### src/design/amcr_pkg.sv
// Purpose: shared constants and carriers for the adjustment mode control registers
// Assumes: Avalon-MM slave, 32-bit data, word-addressed by index times four
// Notes: offsets 00 and 01 are word indices
package amcr_pkg;

  // ==========================================================================
  // register map
  localparam logic [3:0] AMCR_IDX_SELECT_A = 4'h0;
  localparam logic [3:0] AMCR_IDX_SELECT_B = 4'h1;
  localparam logic [1:0] AMCR_ADDR_LSB = 2'h2;
  localparam int AMCR_ADDR_W = 4;
  localparam logic [7:0] AMCR_RESET_A = 8'h00;
  localparam logic [7:0] AMCR_RESET_B = 8'h00;
  localparam logic [7:0] AMCR_WMASK_A = 8'h7F;
  localparam logic [7:0] AMCR_WMASK_B = 8'h3F;
  localparam logic [31:0] AMCR_UNMAPPED_READ = 32'h0000_0000;

  // ==========================================================================
  // field positions
  localparam int AMCR_JUDGE_LSB = 5;
  localparam int AMCR_ADJUST_LSB = 1;
  localparam int AMCR_MEMPWR_BIT = 0;
  localparam int AMCR_INPUT_LSB = 4;
  localparam int AMCR_OFFSET_BIT = 3;
  localparam int AMCR_SENS_BIT = 2;
  localparam int AMCR_CHAR_LSB = 0;

  // ==========================================================================
  // field encodings
  typedef enum logic [1:0] {
    judge_normal = 2'h0,
    judge_force_positive = 2'h1,
    judge_force_negative = 2'h2
  } amcr_judge_type;

  typedef enum logic [3:0] {
    adjust_normal = 4'h0,
    route_ref_voltage = 4'h1,
    route_ref_current = 4'h2,
    route_oscillator = 4'h3,
    route_temp_voltage = 4'h4,
    route_pos_threshold = 4'h5,
    route_neg_threshold = 4'h6,
    route_pos_hysteresis = 4'h7,
    route_neg_hysteresis = 4'h8,
    route_judge_threshold = 4'h9
  } amcr_adjust_type;

  typedef enum logic [1:0] {
    input_sensor = 2'h0,
    input_internal_ref = 2'h1,
    input_internal_small = 2'h2
  } amcr_input_type;

  typedef enum logic [1:0] {
    characteristic_normal = 2'h0,
    second_order_only = 2'h1,
    first_order_only = 2'h2
  } amcr_char_type;

  // ==========================================================================
  // decoded analog controls
  typedef struct packed {
    amcr_judge_type judge_control_field;
    amcr_adjust_type adjust_select_field;
    logic memory_always_on;
    amcr_input_type input_select_field;
    logic offset_drift_disable;
    logic sens_drift_disable;
    amcr_char_type characteristic_select;
  } amcr_ctrl_type;

endpackage

### src/design/amcr_regs.sv
// Purpose: trimming and test mode control registers behind an Avalon-MM slave
// Assumes: 250 MHz clk, async active-low rstn, 32-bit bus, byte lane 0 only
// Notes: every access answers with one waitrequest cycle
`timescale 1ns/1ns
module amcr_regs
  import amcr_pkg::*;
(
  input wire logic clk,
  input wire logic rstn,
  input wire logic [AMCR_ADDR_W-1:0] avs_address,
  input wire logic avs_read,
  input wire logic avs_write,
  input wire logic [31:0] avs_writedata,
  input wire logic [3:0] avs_byteenable,
  output logic [31:0] avs_readdata,
  output logic avs_waitrequest,
  output logic [1:0] avs_response,
  output amcr_ctrl_type ctrl
);

  // ==========================================================================
  // state
  typedef struct packed {
    logic [7:0] trim_mode_select_a;
    logic [7:0] trim_mode_select_b;
    logic waitrequest;
    logic [31:0] readdata;
    logic [1:0] response;
    amcr_ctrl_type ctrl;
  } amcr_state_type;

  amcr_state_type st;
  amcr_state_type next_st;
  amcr_ctrl_type dec_ctrl;
  logic [7:0] next_a_raw;
  logic [7:0] next_b_raw;

  function automatic logic [7:0] amcr_merge(input logic [7:0] old_val,
                                            input logic [7:0] wdata,
                                            input logic [7:0] wmask,
                                            input logic lane);
    amcr_merge = lane ? (wdata & wmask) : old_val;
  endfunction

  // ==========================================================================
  // bus and register update
  always_comb begin
    next_st = st;
    next_a_raw = st.trim_mode_select_a;
    next_b_raw = st.trim_mode_select_b;
    next_st.waitrequest = 1'b1;
    if ((avs_read || avs_write) && st.waitrequest) begin
      next_st.waitrequest = 1'b0;
      next_st.response = 2'h0;
      next_st.readdata = AMCR_UNMAPPED_READ;
      case (avs_address)
        AMCR_IDX_SELECT_A: begin
          next_st.readdata = {24'h000000, st.trim_mode_select_a};
          if (avs_write) begin
            next_a_raw = amcr_merge(st.trim_mode_select_a, avs_writedata[7:0],
                                    AMCR_WMASK_A, avs_byteenable[0]);
          end
        end
        AMCR_IDX_SELECT_B: begin
          next_st.readdata = {24'h000000, st.trim_mode_select_b};
          if (avs_write) begin
            next_b_raw = amcr_merge(st.trim_mode_select_b, avs_writedata[7:0],
                                    AMCR_WMASK_B, avs_byteenable[0]);
          end
        end
        default: begin
          next_st.response = 2'h3;
        end
      endcase
    end
    next_st.trim_mode_select_a = next_a_raw;
    next_st.trim_mode_select_b = next_b_raw;
    next_st.ctrl = dec_ctrl;
  end

  amcr_decode u_decode (
    .reg_a(next_a_raw),
    .reg_b(next_b_raw),
    .ctrl(dec_ctrl)
  );

  always_ff @(posedge clk or negedge rstn) begin
    if (!rstn) begin
      st <= '0;
      st.trim_mode_select_a <= AMCR_RESET_A;
      st.trim_mode_select_b <= AMCR_RESET_B;
      st.waitrequest <= 1'b1;
    end else begin
      st <= next_st;
    end
  end

  assign avs_readdata = st.readdata;
  assign avs_waitrequest = st.waitrequest;
  assign avs_response = st.response;
  assign ctrl = st.ctrl;

  // ==========================================================================
  // reset and bus checks
  a_reset_clear: assert property (@(posedge clk) disable iff (!rstn)
    $rose(rstn) |->
    st.trim_mode_select_a == AMCR_RESET_A && st.trim_mode_select_b == AMCR_RESET_B &&
    ctrl == '0 && avs_waitrequest && avs_response == 2'h0)
    else $error("state not cleared by reset");
  a_bus_answer: assert property (@(posedge clk) disable iff (!rstn)
    (avs_read || avs_write) && avs_waitrequest |=>
    !avs_waitrequest)
    else $error("answer late");
  a_wait_one_cycle: assert property (@(posedge clk) disable iff (!rstn)
    !avs_waitrequest |=>
    avs_waitrequest)
    else $error("answer held too long");
  a_mapped_ok: assert property (@(posedge clk) disable iff (!rstn)
    (avs_read || avs_write) && avs_waitrequest && avs_address <= AMCR_IDX_SELECT_B |=>
    avs_response == 2'h0)
    else $error("mapped access refused");
  a_unmapped_error: assert property (@(posedge clk) disable iff (!rstn)
    (avs_read || avs_write) && avs_waitrequest && avs_address > AMCR_IDX_SELECT_B |=>
    avs_response == 2'h3 && avs_readdata == AMCR_UNMAPPED_READ)
    else $error("unmapped access not refused");
  a_read_upper_zero: assert property (@(posedge clk) disable iff (!rstn)
    avs_readdata[31:8] == 24'h000000)
    else $error("upper read bits set");

  // ==========================================================================
  // register content checks
  a_reserved_a_zero: assert property (@(posedge clk) disable iff (!rstn)
    st.trim_mode_select_a[7] == 1'b0)
    else $error("reserved bit of reg a set");
  a_reserved_b_zero: assert property (@(posedge clk) disable iff (!rstn)
    st.trim_mode_select_b[7:6] == 2'h0)
    else $error("reserved bits of reg b set");
  a_read_data_a: assert property (@(posedge clk) disable iff (!rstn)
    avs_read && avs_waitrequest && avs_address == AMCR_IDX_SELECT_A |=>
    avs_readdata == {24'h000000, st.trim_mode_select_a})
    else $error("read of reg a wrong");
  a_read_data_b: assert property (@(posedge clk) disable iff (!rstn)
    avs_read && avs_waitrequest && avs_address == AMCR_IDX_SELECT_B |=>
    avs_readdata == {24'h000000, st.trim_mode_select_b})
    else $error("read of reg b wrong");
  a_write_lands_a: assert property (@(posedge clk) disable iff (!rstn)
    avs_write && avs_waitrequest && avs_address == AMCR_IDX_SELECT_A && avs_byteenable[0] |=>
    st.trim_mode_select_a == ($past(avs_writedata[7:0]) & AMCR_WMASK_A))
    else $error("write to reg a lost");
  a_write_lands: assert property (@(posedge clk) disable iff (!rstn)
    (avs_write && !avs_waitrequest && avs_address == AMCR_IDX_SELECT_B && avs_byteenable[0])
    |=> st.trim_mode_select_b == ($past(avs_writedata[7:0]) & AMCR_WMASK_B))
    else $error("write to reg b lost");
  a_lane_off_keeps: assert property (@(posedge clk) disable iff (!rstn)
    avs_write && avs_waitrequest && !avs_byteenable[0] |=>
    $stable(st.trim_mode_select_a) && $stable(st.trim_mode_select_b))
    else $error("write with lane off landed");
  a_unmapped_keeps: assert property (@(posedge clk) disable iff (!rstn)
    avs_write && avs_waitrequest && avs_address > AMCR_IDX_SELECT_B |=>
    $stable(st.trim_mode_select_a) && $stable(st.trim_mode_select_b))
    else $error("unmapped write landed");
  a_idle_keeps: assert property (@(posedge clk) disable iff (!rstn)
    !(avs_write && avs_waitrequest) |=>
    $stable(st.trim_mode_select_a) && $stable(st.trim_mode_select_b))
    else $error("register changed without write");

  // ==========================================================================
  // decode checks
  a_judge_normal: assert property (@(posedge clk) disable iff (!rstn)
    st.trim_mode_select_a[6:5] == 2'h0 |->
    ctrl.judge_control_field == judge_normal)
    else $error("normal judge missing");
  a_judge_force: assert property (@(posedge clk) disable iff (!rstn)
    st.trim_mode_select_a[6:5] == 2'h1 |->
    ctrl.judge_control_field == judge_force_positive)
    else $error("positive force missing");
  a_judge_negative: assert property (@(posedge clk) disable iff (!rstn)
    st.trim_mode_select_a[6:5] == 2'h2 |->
    ctrl.judge_control_field == judge_force_negative)
    else $error("negative force missing");
  a_judge_reserved: assert property (@(posedge clk) disable iff (!rstn)
    st.trim_mode_select_a[6:5] == 2'h3 |->
    ctrl.judge_control_field == judge_normal)
    else $error("reserved judge code not normal");
  a_adjust_route: assert property (@(posedge clk) disable iff (!rstn)
    st.trim_mode_select_a[4:1] <= 4'h9 |->
    ctrl.adjust_select_field == st.trim_mode_select_a[4:1])
    else $error("adjust route mismatch");
  a_adjust_normal: assert property (@(posedge clk) disable iff (!rstn)
    st.trim_mode_select_a[4:1] == 4'h0 |->
    ctrl.adjust_select_field == adjust_normal)
    else $error("normal adjust missing");
  a_adjust_vref: assert property (@(posedge clk) disable iff (!rstn)
    st.trim_mode_select_a[4:1] == 4'h1 |->
    ctrl.adjust_select_field == route_ref_voltage)
    else $error("reference voltage route missing");
  a_adjust_reference_current: assert property (@(posedge clk) disable iff (!rstn)
    st.trim_mode_select_a[4:1] == 4'h2 |->
    ctrl.adjust_select_field == route_ref_current)
    else $error("reference current route missing");
  a_adjust_osc: assert property (@(posedge clk) disable iff (!rstn)
    st.trim_mode_select_a[4:1] == 4'h3 |->
    ctrl.adjust_select_field == route_oscillator)
    else $error("oscillator route missing");
  a_adjust_temp: assert property (@(posedge clk) disable iff (!rstn)
    st.trim_mode_select_a[4:1] == 4'h4 |->
    ctrl.adjust_select_field == route_temp_voltage)
    else $error("temperature route missing");
  a_adjust_pos_thr: assert property (@(posedge clk) disable iff (!rstn)
    st.trim_mode_select_a[4:1] == 4'h5 |->
    ctrl.adjust_select_field == route_pos_threshold)
    else $error("positive threshold route missing");
  a_adjust_neg_thr: assert property (@(posedge clk) disable iff (!rstn)
    st.trim_mode_select_a[4:1] == 4'h6 |->
    ctrl.adjust_select_field == route_neg_threshold)
    else $error("negative threshold route missing");
  a_adjust_pos_hys: assert property (@(posedge clk) disable iff (!rstn)
    st.trim_mode_select_a[4:1] == 4'h7 |->
    ctrl.adjust_select_field == route_pos_hysteresis)
    else $error("positive hysteresis route missing");
  a_adjust_neg_hys: assert property (@(posedge clk) disable iff (!rstn)
    st.trim_mode_select_a[4:1] == 4'h8 |->
    ctrl.adjust_select_field == route_neg_hysteresis)
    else $error("negative hysteresis route missing");
  a_adjust_judge_thr: assert property (@(posedge clk) disable iff (!rstn)
    st.trim_mode_select_a[4:1] == 4'h9 |->
    ctrl.adjust_select_field == route_judge_threshold)
    else $error("judge threshold route missing");
  a_adjust_reserved: assert property (@(posedge clk) disable iff (!rstn)
    st.trim_mode_select_a[4:1] >= 4'hA |->
    ctrl.adjust_select_field == adjust_normal)
    else $error("reserved adjust code routed");
  a_mem_power_bit: assert property (@(posedge clk) disable iff (!rstn)
    st.trim_mode_select_a[0] |->
    ctrl.memory_always_on)
    else $error("store not powered with bit set");
  a_mem_intermittent: assert property (@(posedge clk) disable iff (!rstn)
    !st.trim_mode_select_a[0] && (st.trim_mode_select_a[4:1] == 4'h0 ||
    st.trim_mode_select_a[4:1] >= 4'hA) |-> !ctrl.memory_always_on)
    else $error("store powered in normal mode");
  a_mem_temp_route: assert property (@(posedge clk) disable iff (!rstn)
    (st.trim_mode_select_a[4:1] == 4'h4 && !st.trim_mode_select_a[0]) |->
    !ctrl.memory_always_on)
    else $error("temp route self powered");
  a_mem_self_power: assert property (@(posedge clk) disable iff (!rstn)
    st.trim_mode_select_a[4:1] inside {[4'h1:4'h3], [4'h5:4'h9]} |->
    ctrl.memory_always_on)
    else $error("adjust route not self powered");
  a_input_sensor: assert property (@(posedge clk) disable iff (!rstn)
    st.trim_mode_select_b[5:4] == 2'h0 |->
    ctrl.input_select_field == input_sensor)
    else $error("sensor input missing");
  a_input_ref: assert property (@(posedge clk) disable iff (!rstn)
    st.trim_mode_select_b[5:4] == 2'h1 |->
    ctrl.input_select_field == input_internal_ref)
    else $error("reference input missing");
  a_input_small: assert property (@(posedge clk) disable iff (!rstn)
    st.trim_mode_select_b[5:4] == 2'h2 |->
    ctrl.input_select_field == input_internal_small)
    else $error("small voltage input missing");
  a_input_select: assert property (@(posedge clk) disable iff (!rstn)
    st.trim_mode_select_b[5:4] == 2'h3 |->
    ctrl.input_select_field == input_sensor)
    else $error("reserved input code used");
  a_offset_drift: assert property (@(posedge clk) disable iff (!rstn)
    ctrl.offset_drift_disable == st.trim_mode_select_b[3])
    else $error("offset drift mismatch");
  a_sens_drift: assert property (@(posedge clk) disable iff (!rstn)
    ctrl.sens_drift_disable == st.trim_mode_select_b[2])
    else $error("sens drift mismatch");
  a_char_normal: assert property (@(posedge clk) disable iff (!rstn)
    st.trim_mode_select_b[1:0] == 2'h0 |->
    ctrl.characteristic_select == characteristic_normal)
    else $error("normal characteristic missing");
  a_char_second: assert property (@(posedge clk) disable iff (!rstn)
    st.trim_mode_select_b[1:0] == 2'h1 |->
    ctrl.characteristic_select == second_order_only)
    else $error("second order select missing");
  a_char_select: assert property (@(posedge clk) disable iff (!rstn)
    st.trim_mode_select_b[1:0] == 2'h2 |->
    ctrl.characteristic_select == first_order_only)
    else $error("first order select missing");
  a_char_reserved: assert property (@(posedge clk) disable iff (!rstn)
    st.trim_mode_select_b[1:0] == 2'h3 |->
    ctrl.characteristic_select == characteristic_normal)
    else $error("reserved characteristic code used");

  // ==========================================================================
  // scenario covers
  c_write_a: cover property (@(posedge clk) disable iff (!rstn)
    avs_write && !avs_waitrequest && avs_address == AMCR_IDX_SELECT_A);
  c_read_b: cover property (@(posedge clk) disable iff (!rstn)
    avs_read && !avs_waitrequest && avs_address == AMCR_IDX_SELECT_B);
  c_temp_route: cover property (@(posedge clk) disable iff (!rstn)
    ctrl.adjust_select_field == route_temp_voltage);
  c_unmapped: cover property (@(posedge clk) disable iff (!rstn) avs_response == 2'h3);
  c_lane_off: cover property (@(posedge clk) disable iff (!rstn)
    avs_write && !avs_waitrequest && !avs_byteenable[0]);

endmodule

### src/design/amcr_decode.sv
// Purpose: decodes the two raw trim registers into analog control selects
// Assumes: inputs are the next-state register values; the caller registers the output
// Notes: purely combinational, reserved codes collapse to normal
`timescale 1ns/1ns
module amcr_decode
  import amcr_pkg::*;
(
  input wire logic [7:0] reg_a,
  input wire logic [7:0] reg_b,
  output amcr_ctrl_type ctrl
);

  always_comb begin
    ctrl = '0;
    // ========================================================================
    // first register
    case (reg_a[AMCR_JUDGE_LSB +: 2])
      2'h1: ctrl.judge_control_field = judge_force_positive;
      2'h2: ctrl.judge_control_field = judge_force_negative;
      default: ctrl.judge_control_field = judge_normal;
    endcase
    if (reg_a[AMCR_ADJUST_LSB +: 4] <= 4'h9) begin
      ctrl.adjust_select_field = amcr_adjust_type'(reg_a[AMCR_ADJUST_LSB +: 4]);
    end else begin
      ctrl.adjust_select_field = adjust_normal;
    end
    // store powered when bit set; temp route and normal need the bit, other routes self-power
    ctrl.memory_always_on = reg_a[AMCR_MEMPWR_BIT] ||
      (ctrl.adjust_select_field != adjust_normal &&
       ctrl.adjust_select_field != route_temp_voltage);
    // ========================================================================
    // second register
    case (reg_b[AMCR_INPUT_LSB +: 2])
      2'h1: ctrl.input_select_field = input_internal_ref;
      2'h2: ctrl.input_select_field = input_internal_small;
      default: ctrl.input_select_field = input_sensor;
    endcase
    ctrl.offset_drift_disable = reg_b[AMCR_OFFSET_BIT];
    ctrl.sens_drift_disable = reg_b[AMCR_SENS_BIT];
    case (reg_b[AMCR_CHAR_LSB +: 2])
      2'h1: ctrl.characteristic_select = second_order_only;
      2'h2: ctrl.characteristic_select = first_order_only;
      default: ctrl.characteristic_select = characteristic_normal;
    endcase
  end

endmodule

### config.mk
export PLATFORM = sky130hd
export DESIGN_NAME = amcr_regs
export DESIGN_NICKNAME = d
export VERILOG_FILES = /design/src/design/amcr_pkg.sv /design/src/design/amcr_regs.sv /design/src/design/amcr_decode.sv
export SDC_FILE = /design/constraint.sdc
export NUM_CORES = 1
export LEC_CHECK = 0
export BUFFER_PORTS_ARGS = -buffer_cell sky130_fd_sc_hd__buf_4
export CAP_MARGIN = 20
export CORE_ASPECT_RATIO = 2
export CORE_MARGIN = 2
export CORE_UTILIZATION = 30
export CTS_CLUSTER_SIZE = 28
export DETAILED_ROUTE_END_ITERATION = 8
export GPL_ROUTABILITY_DRIVEN = 0
export PLACE_DENSITY_LB_ADDON = 0.12
export SLEW_MARGIN = 40
export SYNTH_ARGS = -nofsm -noshare
export SYNTH_HDL_FRONTEND = slang
export SYNTH_HIERARCHICAL = 1
export SYNTH_SLANG_ARGS = --single-unit
### constraint.sdc
create_clock -name clk -period 3.71 [get_ports clk]
set_input_delay 0 -clock clk [delete_from_list [all_inputs] [get_ports clk]]
set_output_delay 0 -clock clk [all_outputs]
set_load 0.1 [all_outputs]
; After elaboration in Yosys (flattened, before gate mapping)
; Cells that the tools add are included.
[op_classes]
n_mux = 15
order_cmp = 1
n_eq_ne = 8
n_reduce_logical = 7
[ops]
columns = operator, n
row1 = 35-bit 2-to-1 mux, 1
row2 = 7-bit 2-to-1 mux, 4
row3 = 6-bit 2-to-1 mux, 4
row4 = 7-bit case mux with 2 select lines, 1
row5 = 2-bit case mux with 2 select lines, 3
row6 = 2-bit by 1-bit == test with 1-bit output (second input constant), 3
row7 = 2-bit == test (second input constant), 3
row8 = 4-bit by 1-bit == test with 1-bit output (second input constant), 1
row9 = 4-bit <= comparator (second input constant), 1
row10 = 4-bit zero test, 1
row11 = 4-bit 2-to-1 mux, 1
row12 = 4-bit by 3-bit != test with 1-bit output (second input constant), 1
row13 = 4-bit nonzero test, 1
row14 = 1-bit logical AND, 2
row15 = 1-bit logical OR, 2
row16 = 2-bit 2-to-1 mux, 1
row17 = 2-bit OR reduction, 1
[word_totals]
ff_bits = 61
wordCells = 43
output_inout_bits = 48
inputBits = 44

; Longest topological paths before layout
[depth]
depth_word = 9
depth_mapped = 6

; By module
; Netlist, hierarchy kept.
[modules_own_cells]
columns = module, cells_per_inst, n_inst, seq_area_each_um2, area_per_inst_um2
row1 = amcr_regs, 138, 1, 977.2, 1767.9
row2 = amcr_decode, 15, 1, 0.0, 97.6

; Worst setup path after synthesis
; OpenSTA, ideal clock, no wires.
[synth_timing]
path_kind = reg2reg
start = reg st (netlist bit avs_waitrequest)
end = reg st (netlist bit ctrl[6])
slack_ps = 1284
stages_incl_launch_ff = 6
path_buffers = 0
arrival_time_ps = 2308
required_ps = 3592
setup_time_ps = 118
path_cell_list = dfstp_2 > nand4b_4 > nor4_4 > mux2_2 > or3_1 > a21o_1
[synth_lines]
columns = item, line_no
row1 = "start, declared", amcr_regs.sv:32  ; amcr_state_type st;
row2 = "start signal, assigned", amcr_regs.sv:94  ; st <= next_st;

==> flow_summary.json <==
{
  "grtUsageTotal_pct": 10.8,
  "post_cts_buffers": 0,
  "ys_seq_elements": 39,
  "crit_family": "simple AND/OR/NAND/NOR gates",
  "cp_num_cells": 5,
  "synthCells": 153,
  "drive_above_1_share_pct": 35.2,
  "hold-path-cell-count": 2,
  "antenna_found_initial": 0,
  "drtAntennaViolNets": 0,
  "maxSlewViolCount": 0,
  "cp-start-kind": "flop",
  "first_iter_violations": 9,
  "yosys.area.top_type_share_pct": 51.0,
  "crit_type": "flop to flop",
  "clockBufferDepth": 2,
  "p_leak_nw": 1.09,
  "top_layer_used": "met4",
  "dieArea_mm2": 0.00690,
  "final_cells": 239,
  "cpMaxStageDelayCell": "dfstp_2",
  "intPower_uw": 817,
  "power.switching_uw": 581,
  "synth_area_leaders": "dfrtp_1, buf_4, mux2_2, mux2i_1, nor2b_1",
  "path_clk_slew_ps": 50,
  "r2r_setup_slack_ps": 1400,
  "pwr-share-clk_pct": 28.0,
  "wl_met1_um": 1170,
  "hold_class": "input pin to flop",
  "dr.pass1.iters": 4,
  "rsz0062_at_grt": "no",
  "grt_overflow_total": 0,
  "seq_area_frac_synth_pct": 52.4,
  "finalPower_mw": 1.40,
  "synth_top_area_cell": "dfrtp_1",
  "pwr-share-seq_pct": 35.9,
  "fp.dieW_um": 59.8,
  "clock-sinks": 39,
  "cts_max_level": 2,
  "cp_num_buf_inv": 0,
  "fin_crit_ps": 2310,
  "fp.coreArea_mm2": 0.00601,
  "cp_data_required_time_ps": 3880,
  "drv_cap": 0,
  "synth_area_mm2": 0.00187,
  "area_growth_pct": 14.5,
  "combPwrFrac_pct": 36.1,
  "fin_crit_sh_pct": 62.2,
  "routedWlPerCell_um": 13.9,
  "ys_types": 23,
  "via_per_inst": 4.29,
  "cts_made_buffers": 5,
  "relSlewSlack_pct": 48.4,
  "syn_area_per_cell_um2": 12.2,
  "max_freq_ghz": 0.433,
  "start_util_pct": 31.1,
  "nNetsFinal": 221,
  "worst_path_largest_cell_delay_ps": 570,
  "dp_hpwl_um": 2420,
  "final-hold-violation-count": 0,
  "tightest_slew_ps": 769,
  "finalWirelength_um": 3330,
  "grt_max_degree": 40,
  "status": "complete, no violations",
  "grt_pass1_wl_um": 5400,
  "reg2reg_depth": 5,
  "power.density_mw_per_mm2": 655,
  "cts_root_buf": "clkbuf_16",
  "clock_latency_ps": 280,
  "ys_warn_count": 6,
  "switching_share_pct": 41.6,
  "wl_met2_um": 1870,
  "via_count": 1026,
  "drc_errors": 0,
  "rows": 40,
  "grt_pass1_vias": 1085,
  "dieHeight_um": 116,
  "num_io_pins": 92,
  "insertedDiodeCount": 0,
  "finalSetupViolCount": 0,
  "crit_fanout": 8,
  "cts_tree": "done",
  "end_kind": "flop",
  "cp_cell_sequence": "nand4b_4 > nor4_4 > mux2_2 > or3_1 > a21o_1",
  "dp_cells": 226,
  "route.met3.wl_um": 204,
  "arrival_ps": 2480,
  "io_buffer_count": 39,
  "clock_skew_ps": 4.09,
  "peakVddDrop_mv": 0.340,
  "tns_ps": 0
}
## final cells by class
cell class	instances	area (um2)
fill	626	3870
sequential	39	977
multi-input combinational	84	584
timing repair buffer	46	363
clock buffer	6	129
tap	63	78.8
inverter	1	3.75
## flip-flops by register name (all words and copies together) (netlist names)
name	cells
avs_waitrequest	1
ctrl	13
avs_response	1
st	16
avs_readdata	8
## worst register-to-register path, stage by stage, from the launching register on
cell	delay [ps]
dfstp_2	570
nand4b_4	120
nor4_4	500
mux2_2	450
or3_1	380
a21o_1	180
## synthesized netlist by cell type
library cell and number:
a21boi_0 1, a21o_1 1, and2_1 1, and2b_1 1, and2b_2 1, buf_4 49
buf_6 1, clkbuf_1 2, conb_1 1, dfrtp_1 38, dfstp_2 1, inv_1 1
mux2_2 13, mux2i_1 8, nand2_1 8, nand4_1 1, nand4b_4 1, nor2b_1 9
nor3b_1 1, nor4_4 2, o21ai_0 10, or3_1 1, or4_1 1
## cells by family (layout without fill, tap and decap cells)
kind of cell | Yosys count | after routing | synth area share [%]
other | 1 | 24 | 0.201
multiplexers | 21 | 21 | 12.1
AND/OR/NAND/NOR | 27 | 27 | 10.9
AO/OA/AOI/OAI | 12 | 12 | 3.49
buffers and inverters | 53 | 53 | 20.9
flip-flops | 39 | 39 | 52.4
## worst paths after layout
kind | start | to
worst max-delay path | avs_waitrequest | ctrl[6]
worst min-delay path | avs_writedata[4] | st[52]
worst max register to register | avs_waitrequest | ctrl[6]
worst min register to register | avs_readdata[7] | avs_readdata[7]
max in group asynchronous | rstn | avs_waitrequest
min in group asynchronous | rstn | ctrl[0]
## timing repair
item	4_1_cts	5_1_grt
hold buffers	7	0
gates resized for setup	0	0
endpoints found under the hold margin	47	0
## cells in the final DEF, fill, tap and decap left out
| master | synthesis | final |
|---|---|---|
| o21ai_1 | 0 | 1 |
| mux2_2 | 13 | 13 |
| dlygate4sd3_1 | 0 | 7 |
| conb_1 | 1 | 24 |
| buf_4 | 49 | 39 |
| dfrtp_1 | 38 | 38 |
| nor3b_1 | 1 | 1 |
| a21boi_0 | 1 | 1 |
| and2b_1 | 1 | 1 |
| nor2b_1 | 9 | 9 |
| or4_1 | 1 | 1 |
| clkbuf_1 | 2 | 1 |
| nand4b_4 | 1 | 1 |
| nand4_1 | 1 | 1 |
| and2_1 | 1 | 1 |
| clkbuf_16 | 0 | 5 |
| and2b_2 | 1 | 1 |
| mux2i_1 | 8 | 8 |
| nor4_4 | 2 | 2 |
| dfstp_2 | 1 | 1 |
| inv_1 | 1 | 1 |
| nand2_1 | 8 | 8 |
| o21ai_0 | 10 | 9 |
| or3_1 | 1 | 1 |
| a21o_1 | 1 | 1 |
## power by group through the flow
stage	Clock [mW]	Sequential [mW]	Combinational, mW
2_1_floorplan	0	0.513	0.471
3_3_place_gp	0	0.509	0.499
3_5_place_dp	0	0.509	0.503
4_1_cts	0.407	0.502	0.510
5_1_grt	0.429	0.508	0.524
6_report	0.391	0.502	0.505
## metrics by stage
stage	util, %	cell area [um2]	setup WS [ps]	hold WS, ps
3_5_place_dp	32.3	1940	1380	7.60
6_report	35.6	2140	1400	16.7
3_3_place_gp	32.3	1940	1400	-4.21
5_1_grt	35.6	2140	1280	23.4
4_1_cts	35.6	2140	1370	18.3
2_1_floorplan	-	1950	1280	-296
## metal layers
layer	GRT usage, %	up-vias
met3	2.90	6
met4	6.22	0
met1	11.3	497
met2	18.6	44
met5	0	-
li1	-	479
No activity file was read; power rests on OpenSTA's default activity.
